`src/inc/ccd_pkg.sv`:
```
package ccd_pkg;
  // feedback source select codes
  localparam logic [1:0] FB_SEL_GROUND  = 2'h0;
  localparam logic [1:0] FB_SEL_VCO     = 2'h1;
  localparam logic [1:0] FB_SEL_VCO_DLY = 2'h2;
  localparam logic [1:0] FB_SEL_RSVD    = 2'h3;
  // glitchless mux configurations
  localparam logic [1:0] GMX_CFG_A_C    = 2'h0;
  localparam logic [1:0] GMX_CFG_A_INT  = 2'h1;
  localparam logic [1:0] GMX_CFG_C_INT  = 2'h2;
  localparam logic [1:0] GMX_CFG_RSVD   = 2'h3;
  // glitchless mux chosen source encoding
  localparam logic [1:0] GMX_SRC_A      = 2'h0;
  localparam logic [1:0] GMX_SRC_C      = 2'h1;
  localparam logic [1:0] GMX_SRC_INT    = 2'h2;
  localparam logic [1:0] GMX_SRC_NONE   = 2'h3;
  // oscillator source encoding
  localparam logic [1:0] OSC_SRC_PIN    = 2'h0;
  localparam logic [1:0] OSC_SRC_RC     = 2'h1;
  localparam logic [1:0] OSC_SRC_XTAL   = 2'h2;
  // delay table in ps: base, step, code 0 of global outputs
  localparam int DLY_CODE_W       = 5;
  localparam int DLY_BASE_PS      = 600;
  localparam int DLY_STEP_PS      = 160;
  localparam int DLY_GL_CODE0_PS  = 225;
  localparam int DLY_MAX_PS       = 5560;
  localparam int DLY_PS_W         = 13;
endpackage

```
`src/logic/ccd_delay_decode.sv`:
```
`timescale 1ns/100ps
module ccd_delay_decode #(
  parameter bit GLOBAL_TYPE = 1'b0
) (
  input  wire logic [4:0]  code,
  output logic      [12:0] delay_ps
);
  // ****************************************
  // code to typical delay
  // ****************************************
  // step 160 ps, code 31 reaches the 5.56 ns end point; global code 0 is shorter
  always_comb begin
    if (GLOBAL_TYPE && code == 5'h00) begin
      delay_ps = 13'(ccd_pkg::DLY_GL_CODE0_PS);
    end else begin
      delay_ps = 13'(ccd_pkg::DLY_BASE_PS + int'(code) * ccd_pkg::DLY_STEP_PS);
    end
  end
endmodule

```
`src/logic/ccd_config_decode.sv`:
```
`timescale 1ns/100ps
// Functional notes
// - feedback select 0 passes ground, flagging power-down.
// - feedback select 1 undelayed vco phase, 2 delayed phase, 3 invalid.
// - feedback and secondary delay codes rise monotonically, 600 ps to 5.56 ns.
// - global delay codes rise monotonically, 225 ps at code 0 to 5.56 ns.
// - with path a select 1, input a source rc when 0, crystal when 1.
// - with shared path b/c select 1, inputs b and c choose rc or crystal.
// - glitchless config sets pair: a/c, a/internal, c/internal.
module ccd_config_decode (
  input  wire logic        clk,
  input  wire logic        rst_n,
  input  wire logic        clk_en,
  input  wire logic [1:0]  feedback_source_select,
  input  wire logic [4:0]  feedback_delay_code,
  input  wire logic [4:0]  secondary_b_delay_code,
  input  wire logic [4:0]  secondary_c_delay_code,
  input  wire logic [4:0]  global_a_delay_code,
  input  wire logic [4:0]  global_b_delay_code,
  input  wire logic [4:0]  global_c_delay_code,
  input  wire logic        osc_path_a_select,
  input  wire logic        osc_path_bc_select,
  input  wire logic        dyn_source_a_select,
  input  wire logic        dyn_source_b_select,
  input  wire logic        dyn_source_c_select,
  input  wire logic [1:0]  glitchless_mux_config,
  input  wire logic        glitchless_out_mux,
  output logic             fb_ground_ff,
  output logic             fb_vco_ff,
  output logic             fb_vco_dly_ff,
  output logic             fb_invalid_ff,
  output logic             power_down_ff,
  output logic [12:0]      fb_delay_ps_ff,
  output logic [12:0]      yb_delay_ps_ff,
  output logic [12:0]      yc_delay_ps_ff,
  output logic [12:0]      gl_a_delay_ps_ff,
  output logic [12:0]      gl_b_delay_ps_ff,
  output logic [12:0]      gl_c_delay_ps_ff,
  output logic [1:0]       ref_input_a_src_ff,
  output logic [1:0]       ref_input_b_src_ff,
  output logic [1:0]       ref_input_c_src_ff,
  output logic [1:0]       gmux_src_ff,
  output logic             gmux_cfg_invalid_ff
);
  // ****************************************
  // feedback multiplexer
  // ****************************************
  always_ff @(posedge clk) begin
    if (!rst_n) begin
      fb_ground_ff  <= 1'b1;
      fb_vco_ff     <= 1'b0;
      fb_vco_dly_ff <= 1'b0;
      fb_invalid_ff <= 1'b0;
      power_down_ff <= 1'b1;
    end else if (clk_en) begin
      fb_ground_ff  <= feedback_source_select == ccd_pkg::FB_SEL_GROUND;
      power_down_ff <= feedback_source_select == ccd_pkg::FB_SEL_GROUND;
      fb_vco_ff     <= feedback_source_select == ccd_pkg::FB_SEL_VCO;
      fb_vco_dly_ff <= feedback_source_select == ccd_pkg::FB_SEL_VCO_DLY;
      // reserved code is flagged, never routed, so nothing toggles feedback
      fb_invalid_ff <= feedback_source_select == ccd_pkg::FB_SEL_RSVD;
    end
  end

  // ****************************************
  // delay lines
  // ****************************************
  logic [4:0]  dly_code [6];
  logic [12:0] dly_ps   [6];
  assign dly_code[0] = feedback_delay_code;
  assign dly_code[1] = secondary_b_delay_code;
  assign dly_code[2] = secondary_c_delay_code;
  assign dly_code[3] = global_a_delay_code;
  assign dly_code[4] = global_b_delay_code;
  assign dly_code[5] = global_c_delay_code;

  genvar gi;
  generate
    for (gi = 0; gi < 6; gi++) begin : g_dly
      ccd_delay_decode #(
        .GLOBAL_TYPE (gi >= 3)
      ) u_dec (
        .code     (dly_code[gi]),
        .delay_ps (dly_ps[gi])
      );
    end
  endgenerate

  always_ff @(posedge clk) begin
    if (!rst_n) begin
      fb_delay_ps_ff  <= 13'(ccd_pkg::DLY_BASE_PS);
      yb_delay_ps_ff  <= 13'(ccd_pkg::DLY_BASE_PS);
      yc_delay_ps_ff  <= 13'(ccd_pkg::DLY_BASE_PS);
      gl_a_delay_ps_ff <= 13'(ccd_pkg::DLY_GL_CODE0_PS);
      gl_b_delay_ps_ff <= 13'(ccd_pkg::DLY_GL_CODE0_PS);
      gl_c_delay_ps_ff <= 13'(ccd_pkg::DLY_GL_CODE0_PS);
    end else if (clk_en) begin
      fb_delay_ps_ff  <= dly_ps[0];
      yb_delay_ps_ff  <= dly_ps[1];
      yc_delay_ps_ff  <= dly_ps[2];
      gl_a_delay_ps_ff <= dly_ps[3];
      gl_b_delay_ps_ff <= dly_ps[4];
      gl_c_delay_ps_ff <= dly_ps[5];
    end
  end

  // ****************************************
  // oscillator source selection
  // ****************************************
  // path select low leaves the input on its own pin
  always_ff @(posedge clk) begin
    if (!rst_n) begin
      ref_input_a_src_ff <= ccd_pkg::OSC_SRC_PIN;
      ref_input_b_src_ff <= ccd_pkg::OSC_SRC_PIN;
      ref_input_c_src_ff <= ccd_pkg::OSC_SRC_PIN;
    end else if (clk_en) begin
      ref_input_a_src_ff <= !osc_path_a_select ? ccd_pkg::OSC_SRC_PIN :
        (dyn_source_a_select ? ccd_pkg::OSC_SRC_XTAL : ccd_pkg::OSC_SRC_RC);
      ref_input_b_src_ff <= !osc_path_bc_select ? ccd_pkg::OSC_SRC_PIN :
        (dyn_source_b_select ? ccd_pkg::OSC_SRC_XTAL : ccd_pkg::OSC_SRC_RC);
      ref_input_c_src_ff <= !osc_path_bc_select ? ccd_pkg::OSC_SRC_PIN :
        (dyn_source_c_select ? ccd_pkg::OSC_SRC_XTAL : ccd_pkg::OSC_SRC_RC);
    end
  end

  // ****************************************
  // glitchless output multiplexer
  // ****************************************
  logic [1:0] nxt_gmux_src;
  always_comb begin
    unique case (glitchless_mux_config)
      ccd_pkg::GMX_CFG_A_C: begin
        nxt_gmux_src = glitchless_out_mux ? ccd_pkg::GMX_SRC_C : ccd_pkg::GMX_SRC_A;
      end
      ccd_pkg::GMX_CFG_A_INT: begin
        nxt_gmux_src = glitchless_out_mux ? ccd_pkg::GMX_SRC_INT : ccd_pkg::GMX_SRC_A;
      end
      ccd_pkg::GMX_CFG_C_INT: begin
        nxt_gmux_src = glitchless_out_mux ? ccd_pkg::GMX_SRC_INT : ccd_pkg::GMX_SRC_C;
      end
      ccd_pkg::GMX_CFG_RSVD: begin
        nxt_gmux_src = ccd_pkg::GMX_SRC_NONE;
      end
    endcase
  end

  always_ff @(posedge clk) begin
    if (!rst_n) begin
      gmux_src_ff         <= ccd_pkg::GMX_SRC_A;
      gmux_cfg_invalid_ff <= 1'b0;
    end else if (clk_en) begin
      gmux_src_ff         <= nxt_gmux_src;
      gmux_cfg_invalid_ff <= glitchless_mux_config == ccd_pkg::GMX_CFG_RSVD;
    end
  end
endmodule

```
`config.mk`:
```
export PLATFORM = sky130hd
export DESIGN_NAME = ccd_config_decode
export DESIGN_NICKNAME = d
export VERILOG_FILES = /design/src/inc/ccd_pkg.sv /design/src/logic/ccd_delay_decode.sv /design/src/logic/ccd_config_decode.sv
export SDC_FILE = /design/constraint.sdc
export NUM_CORES = 1
export LEC_CHECK = 0
export ABC_AREA = 1
export BUFFER_PORTS_ARGS = -buffer_cell sky130_fd_sc_hd__buf_2
export CORE_MARGIN = 1
export CORE_UTILIZATION = 48
export CTS_BUF_LIST = sky130_fd_sc_hd__clkbuf_8
export DETAILED_ROUTE_END_ITERATION = 10
export GPL_TIMING_DRIVEN = 0
export PLACE_DENSITY = 0.86
export SLEW_MARGIN = 30
export SYNTH_ARGS = -nofsm -noshare
export SYNTH_HDL_FRONTEND = slang
export SYNTH_SLANG_ARGS = --single-unit
```
`constraint.sdc`:
```
create_clock -name clk -period 2.2 [get_ports clk]
set_clock_uncertainty 0.2 [all_clocks]
set_input_delay 0.44 -clock clk [delete_from_list [all_inputs] [get_ports clk]]
set_output_delay 0.44 -clock clk [all_outputs]
set_load 0.01 [all_outputs]
```
==> flow_metrics.py <==
metrics = {
    "worst_setup_path": {
        "path_max_fanout": 5,
        "critical_path.top_delay_family": "adder cells",
        "cp_cell_sequence": "buf_2 > ha_1 > ha_2 > inv_1 > fa_2 > inv_2 > a21oi_4 > nor2_2 > nand3_1 > nand2_1 > nand2_1 > a21oi_2",
        "end_kind": "flip-flop",
        "regToRegStartpoint": "yb_delay_ps_ff[12]$_SDFFE_PN0P_",
        "crit_slowest_cell": "fa_2",
        "crit_path_start": "global_c_delay_code[1]",
        "crit_path_start_kind": "input pin",
        "setup.worst_path.class": "in -> reg",
        "path_buf_inv": 3,
        "reg2regPathDepth": 2,
        "worst_path_largest_cell_delay_ps": 580,
        "critPathArrivalTime_ps": 2150,
        "timing.critical_path.required_ps": 2210,
        "worst_r2r_endpoint": "yb_delay_ps_ff[12]$_SDFFE_PN0P_",
        "worst-r2r-setup-slack_ps": 1280,
        "worst_path_most_repeated_cell": "nand2_1",
    },
    "drt": {
        "detail_route.first_pass.iterations": 5,
        "drtAntennaViolNets": 0,
        "drt_iter0_drc": 214,
        "average_vias_per_placed_instance": 5.07,
        "via_count": 4138,
        "drt_drc_violations_left": 0,
        "route.detailed.wl_per_inst_um": 13.7,
        "detail_route.wirelength_mm": 11.2,
    },
    "die": {
        "top_level_ports": 135,
        "floorplan.rows": 33,
        "core_area_mm2": 0.00834,
        "floorplan.initialDensity_pct": 50.4,
        "dieArea_mm2": 0.00913,
        "floorplan.die.height_um": 95.5,
        "die_x_um": 95.5,
    },
    "placed_design": {
        "hpwl_mm": 8.61,
        "gp_congestion": 0.909,
        "placedCellCount": 799,
        "pre_cts_slack_ps": -342,
        "port-buffer-count": 112,
    },
    "timing": {
        "slack_of_the_critical_path_ps": 69.2,
        "maxSlewViolCount": 0,
        "final_hold_viol_count": 0,
        "worst_slew_pin_slew_ps": 606,
        "max_clock_freq_mhz": 469,
        "slew_headroom_pct": 59.6,
        "timing.final.crit_period_ps": 2130,
        "rsz0062_at_grt": "false",
        "fin_tns_setup_ps": 0,
        "timing.final.setup_violations": 0,
        "final.period_utilization_pct": 96.9,
    },
    "power": {
        "power.leakage_nw": 2.75,
        "power.share.clock_pct": 34.3,
        "p_seq_share_pct": 37.1,
        "cellPowerDensity_mw_per_mm2": 700,
        "power.switching_fraction_pct": 31.3,
        "p_int_mw": 2.55,
        "vdd.ir_drop.worst_v": 0.000465,
        "p_sw_mw": 1.16,
        "pwr-share-comb_pct": 28.6,
    },
    "global_routing": {
        "grt_start_max_net_pins": 13,
        "overflow": 0,
        "antenna_found_initial": 0,
        "number_of_global_route_vias_before_repair": 3842,
        "first_pass_grt_wire_length_mm": 17.3,
        "grtUsageTotal_pct": 24.8,
    },
    "finish": {
        "layout.cells.non_filler": 816,
        "antenna_cells": 0,
        "growth_of_design_area_from_synthesis_to_finish_pct": 26.2,
        "net_count_final": 797,
        "final_layout_size_suffix_gt1_share_pct": 29.8,
    },
    "outcome": {
        "run_status": "complete, no violations",
    },
    "clocking": {
        "cts_max_level": 3,
        "clockBufferDepth": 2,
        "clock_tree_root": "clkbuf_8",
        "numCtsBuffers": 9,
        "clock_sinks": 67,
        "clk_pin_slew_ps": 80,
        "clock_network_latency_to_the_later_pin_of_the_worst_skew_pair_ps": 340,
        "cts_tree": "done",
    },
    "hold_path": {
        "hold_path_startpoint": "feedback_source_select[0]",
        "hold_end": "power_down_ff$_SDFFE_PN1P_",
        "timing.hold.worst_path_depth": 2,
        "hold_path_class": "in -> reg",
    },
    "synth": {
        "yosysUniqueCellTypes": 33,
        "ys_ff_latch": 67,
        "mappedNetlistArea_mm2": 0.00420,
        "syn_area_per_cell_um2": 7.46,
        "synth-seq-area-share_pct": 31.9,
        "synth.yosys.warnings": 0,
        "netlist_instances": 563,
    },
    "job": {
        "drv_cap": 0,
    },
}
[cell type report]
cell class              count  area [um^2]
multi-input cells         411         2480
well taps                 105          131
clock buffers              10          138
fillers                   756         3040
repair buffers            113          568
clock inverters             6          111
inverters                  61          229
plain buffers              43          302
flip-flops and latches     67         1340
[metal layers]
| metal | routed length [um] | vias to the layer above | share of wire, % | global-route usage [%] |
|---|---|---|---|---|
| li1 | - | 2084 | - | - |
| met1 | 4780 | 1884 | 43 | 29.1 |
| met2 | 5470 | 142 | 49 | 44.8 |
| met3 | 605 | 28 | 5.4 | 5.02 |
| met4 | 300 | 0 | 2.7 | 8.33 |
| met5 | 0 | - | 0 | 0 |
[synthesized netlist by cell type (all sizes together)]
cell type	count	share of area, %
inv	60	5.4
dfxtp	67	32
fa	6	2.9
nor3	2	0.24
buf	38	6.7
nand3	51	6.3
o31ai	1	0.30
nor2	51	4.7
nand4	1	0.15
a22oi	1	0.18
xor2	11	2.3
o21a	2	0.36
a211oi	3	0.54
nand2	113	11
nand3b	5	0.89
xnor2	6	1.4
ha	42	13
o21ai	35	4.2
clkbuf	5	0.45
a21oi	54	6.9
o22ai	6	0.89
clkinv	1	0.089
conb	2	0.18
[worst max path at each step]
stage	endpoint	slack [ps]	cells past startpoint
2_1_floorplan	gl_c_delay_ps_ff[12]$_SDFFE_PN0P_	-20	11
3_3_place_gp	gl_c_delay_ps_ff[12]$_SDFFE_PN0P_	-290	12
3_5_place_dp	gl_c_delay_ps_ff[12]$_SDFFE_PN0P_	-340	12
4_1_cts	gl_c_delay_ps_ff[12]$_SDFFE_PN0P_	20	12
5_1_grt	gl_a_delay_ps_ff[10]$_SDFFE_PN0P_	4	10
6_report	gl_c_delay_ps_ff[12]$_SDFFE_PN0P_	70	12
[stage by stage]
step | utilization, % | hold slack [ps] | power [mW] | instance area [um^2]
3_3_place_gp | 60.1 | 248 | 2.38 | 5010
2_1_floorplan | - | 287 | 2.10 | 4320
4_1_cts | 63.1 | 98.2 | 3.70 | 5260
5_1_grt | 63.6 | 111 | 3.92 | 5300
6_report | 63.6 | 107 | 3.71 | 5300
3_5_place_dp | 60.1 | 250 | 2.43 | 5010
[timing repair]
| item | CTS | global route |
|---|---|---|
| hold buffers | 0 | 0 |
| resized for setup | 0 | 12 |
| buffers inserted | 0 | 1 |
| setup endpoints to repair | 0 | 5 |
[state kept, by name, indices dropped and copies added, names as in the netlist, 2 cells and up]
signal / cells
gl_b_delay_ps_ff: 10
ref_input_b_src_ff: 2
yb_delay_ps_ff: 8
gmux_src_ff: 2
fb_delay_ps_ff: 8
gl_c_delay_ps_ff: 10
ref_input_c_src_ff: 2
ref_input_a_src_ff: 2
gl_a_delay_ps_ff: 10
yc_delay_ps_ff: 8
[cells by family (layout without fill, tap and decap cells)]
family                   Yosys count  in the layout  synth area share, %
other                              2             21                0.179
flip-flops                        67             67                 31.9
buffers and inverters            104            233                 12.6
AND/OR/NAND/NOR                  223            223                 22.8
adder cells (fa/ha/maj)           48             48                 15.4
AO/OA/AOI/OAI                    102            102                 13.3
XOR/XNOR                          17             17                 3.72
[power by group through the flow]
| stage | logic (mW) | registers, mW | clock network (mW) |
|---|---|---|---|
| finish | 1.06 | 1.37 | 1.27 |
| global route | 1.19 | 1.39 | 1.35 |
| CTS | 1.04 | 1.37 | 1.29 |
| detailed placement | 1.03 | 1.40 | 0 |
| global placement | 0.983 | 1.40 | 0 |
| floorplan | 0.662 | 1.44 | 0 |
[cells in the final DEF, fill, tap and decap left out, types with 4 or more instances in the layout]
cell,netlist,layout
nand3b_1,5,5
fa_2,0,4
a21oi_1,49,47
clkbuf_1,5,5
ha_2,0,4
nand2_2,5,6
xor2_1,11,11
buf_6,4,4
ha_1,42,35
o22ai_1,6,6
xnor2_1,5,5
conb_1,2,21
dfxtp_1,67,67
a21oi_2,5,6
nor2_1,49,48
o21ai_1,11,11
o21ai_0,24,24
buf_4,27,28
inv_2,7,12
clkbuf_8,0,10
nand2_1,107,106
buf_2,7,119
nand3_1,49,48
inv_1,53,48
[worst reg2reg max path, stage by stage (launching register included)]
cell,delay [ps]
dfxtp_1,320
o21ai_0,210
a21oi_1,70
No activity file was read; power rests on OpenSTA's default activity.
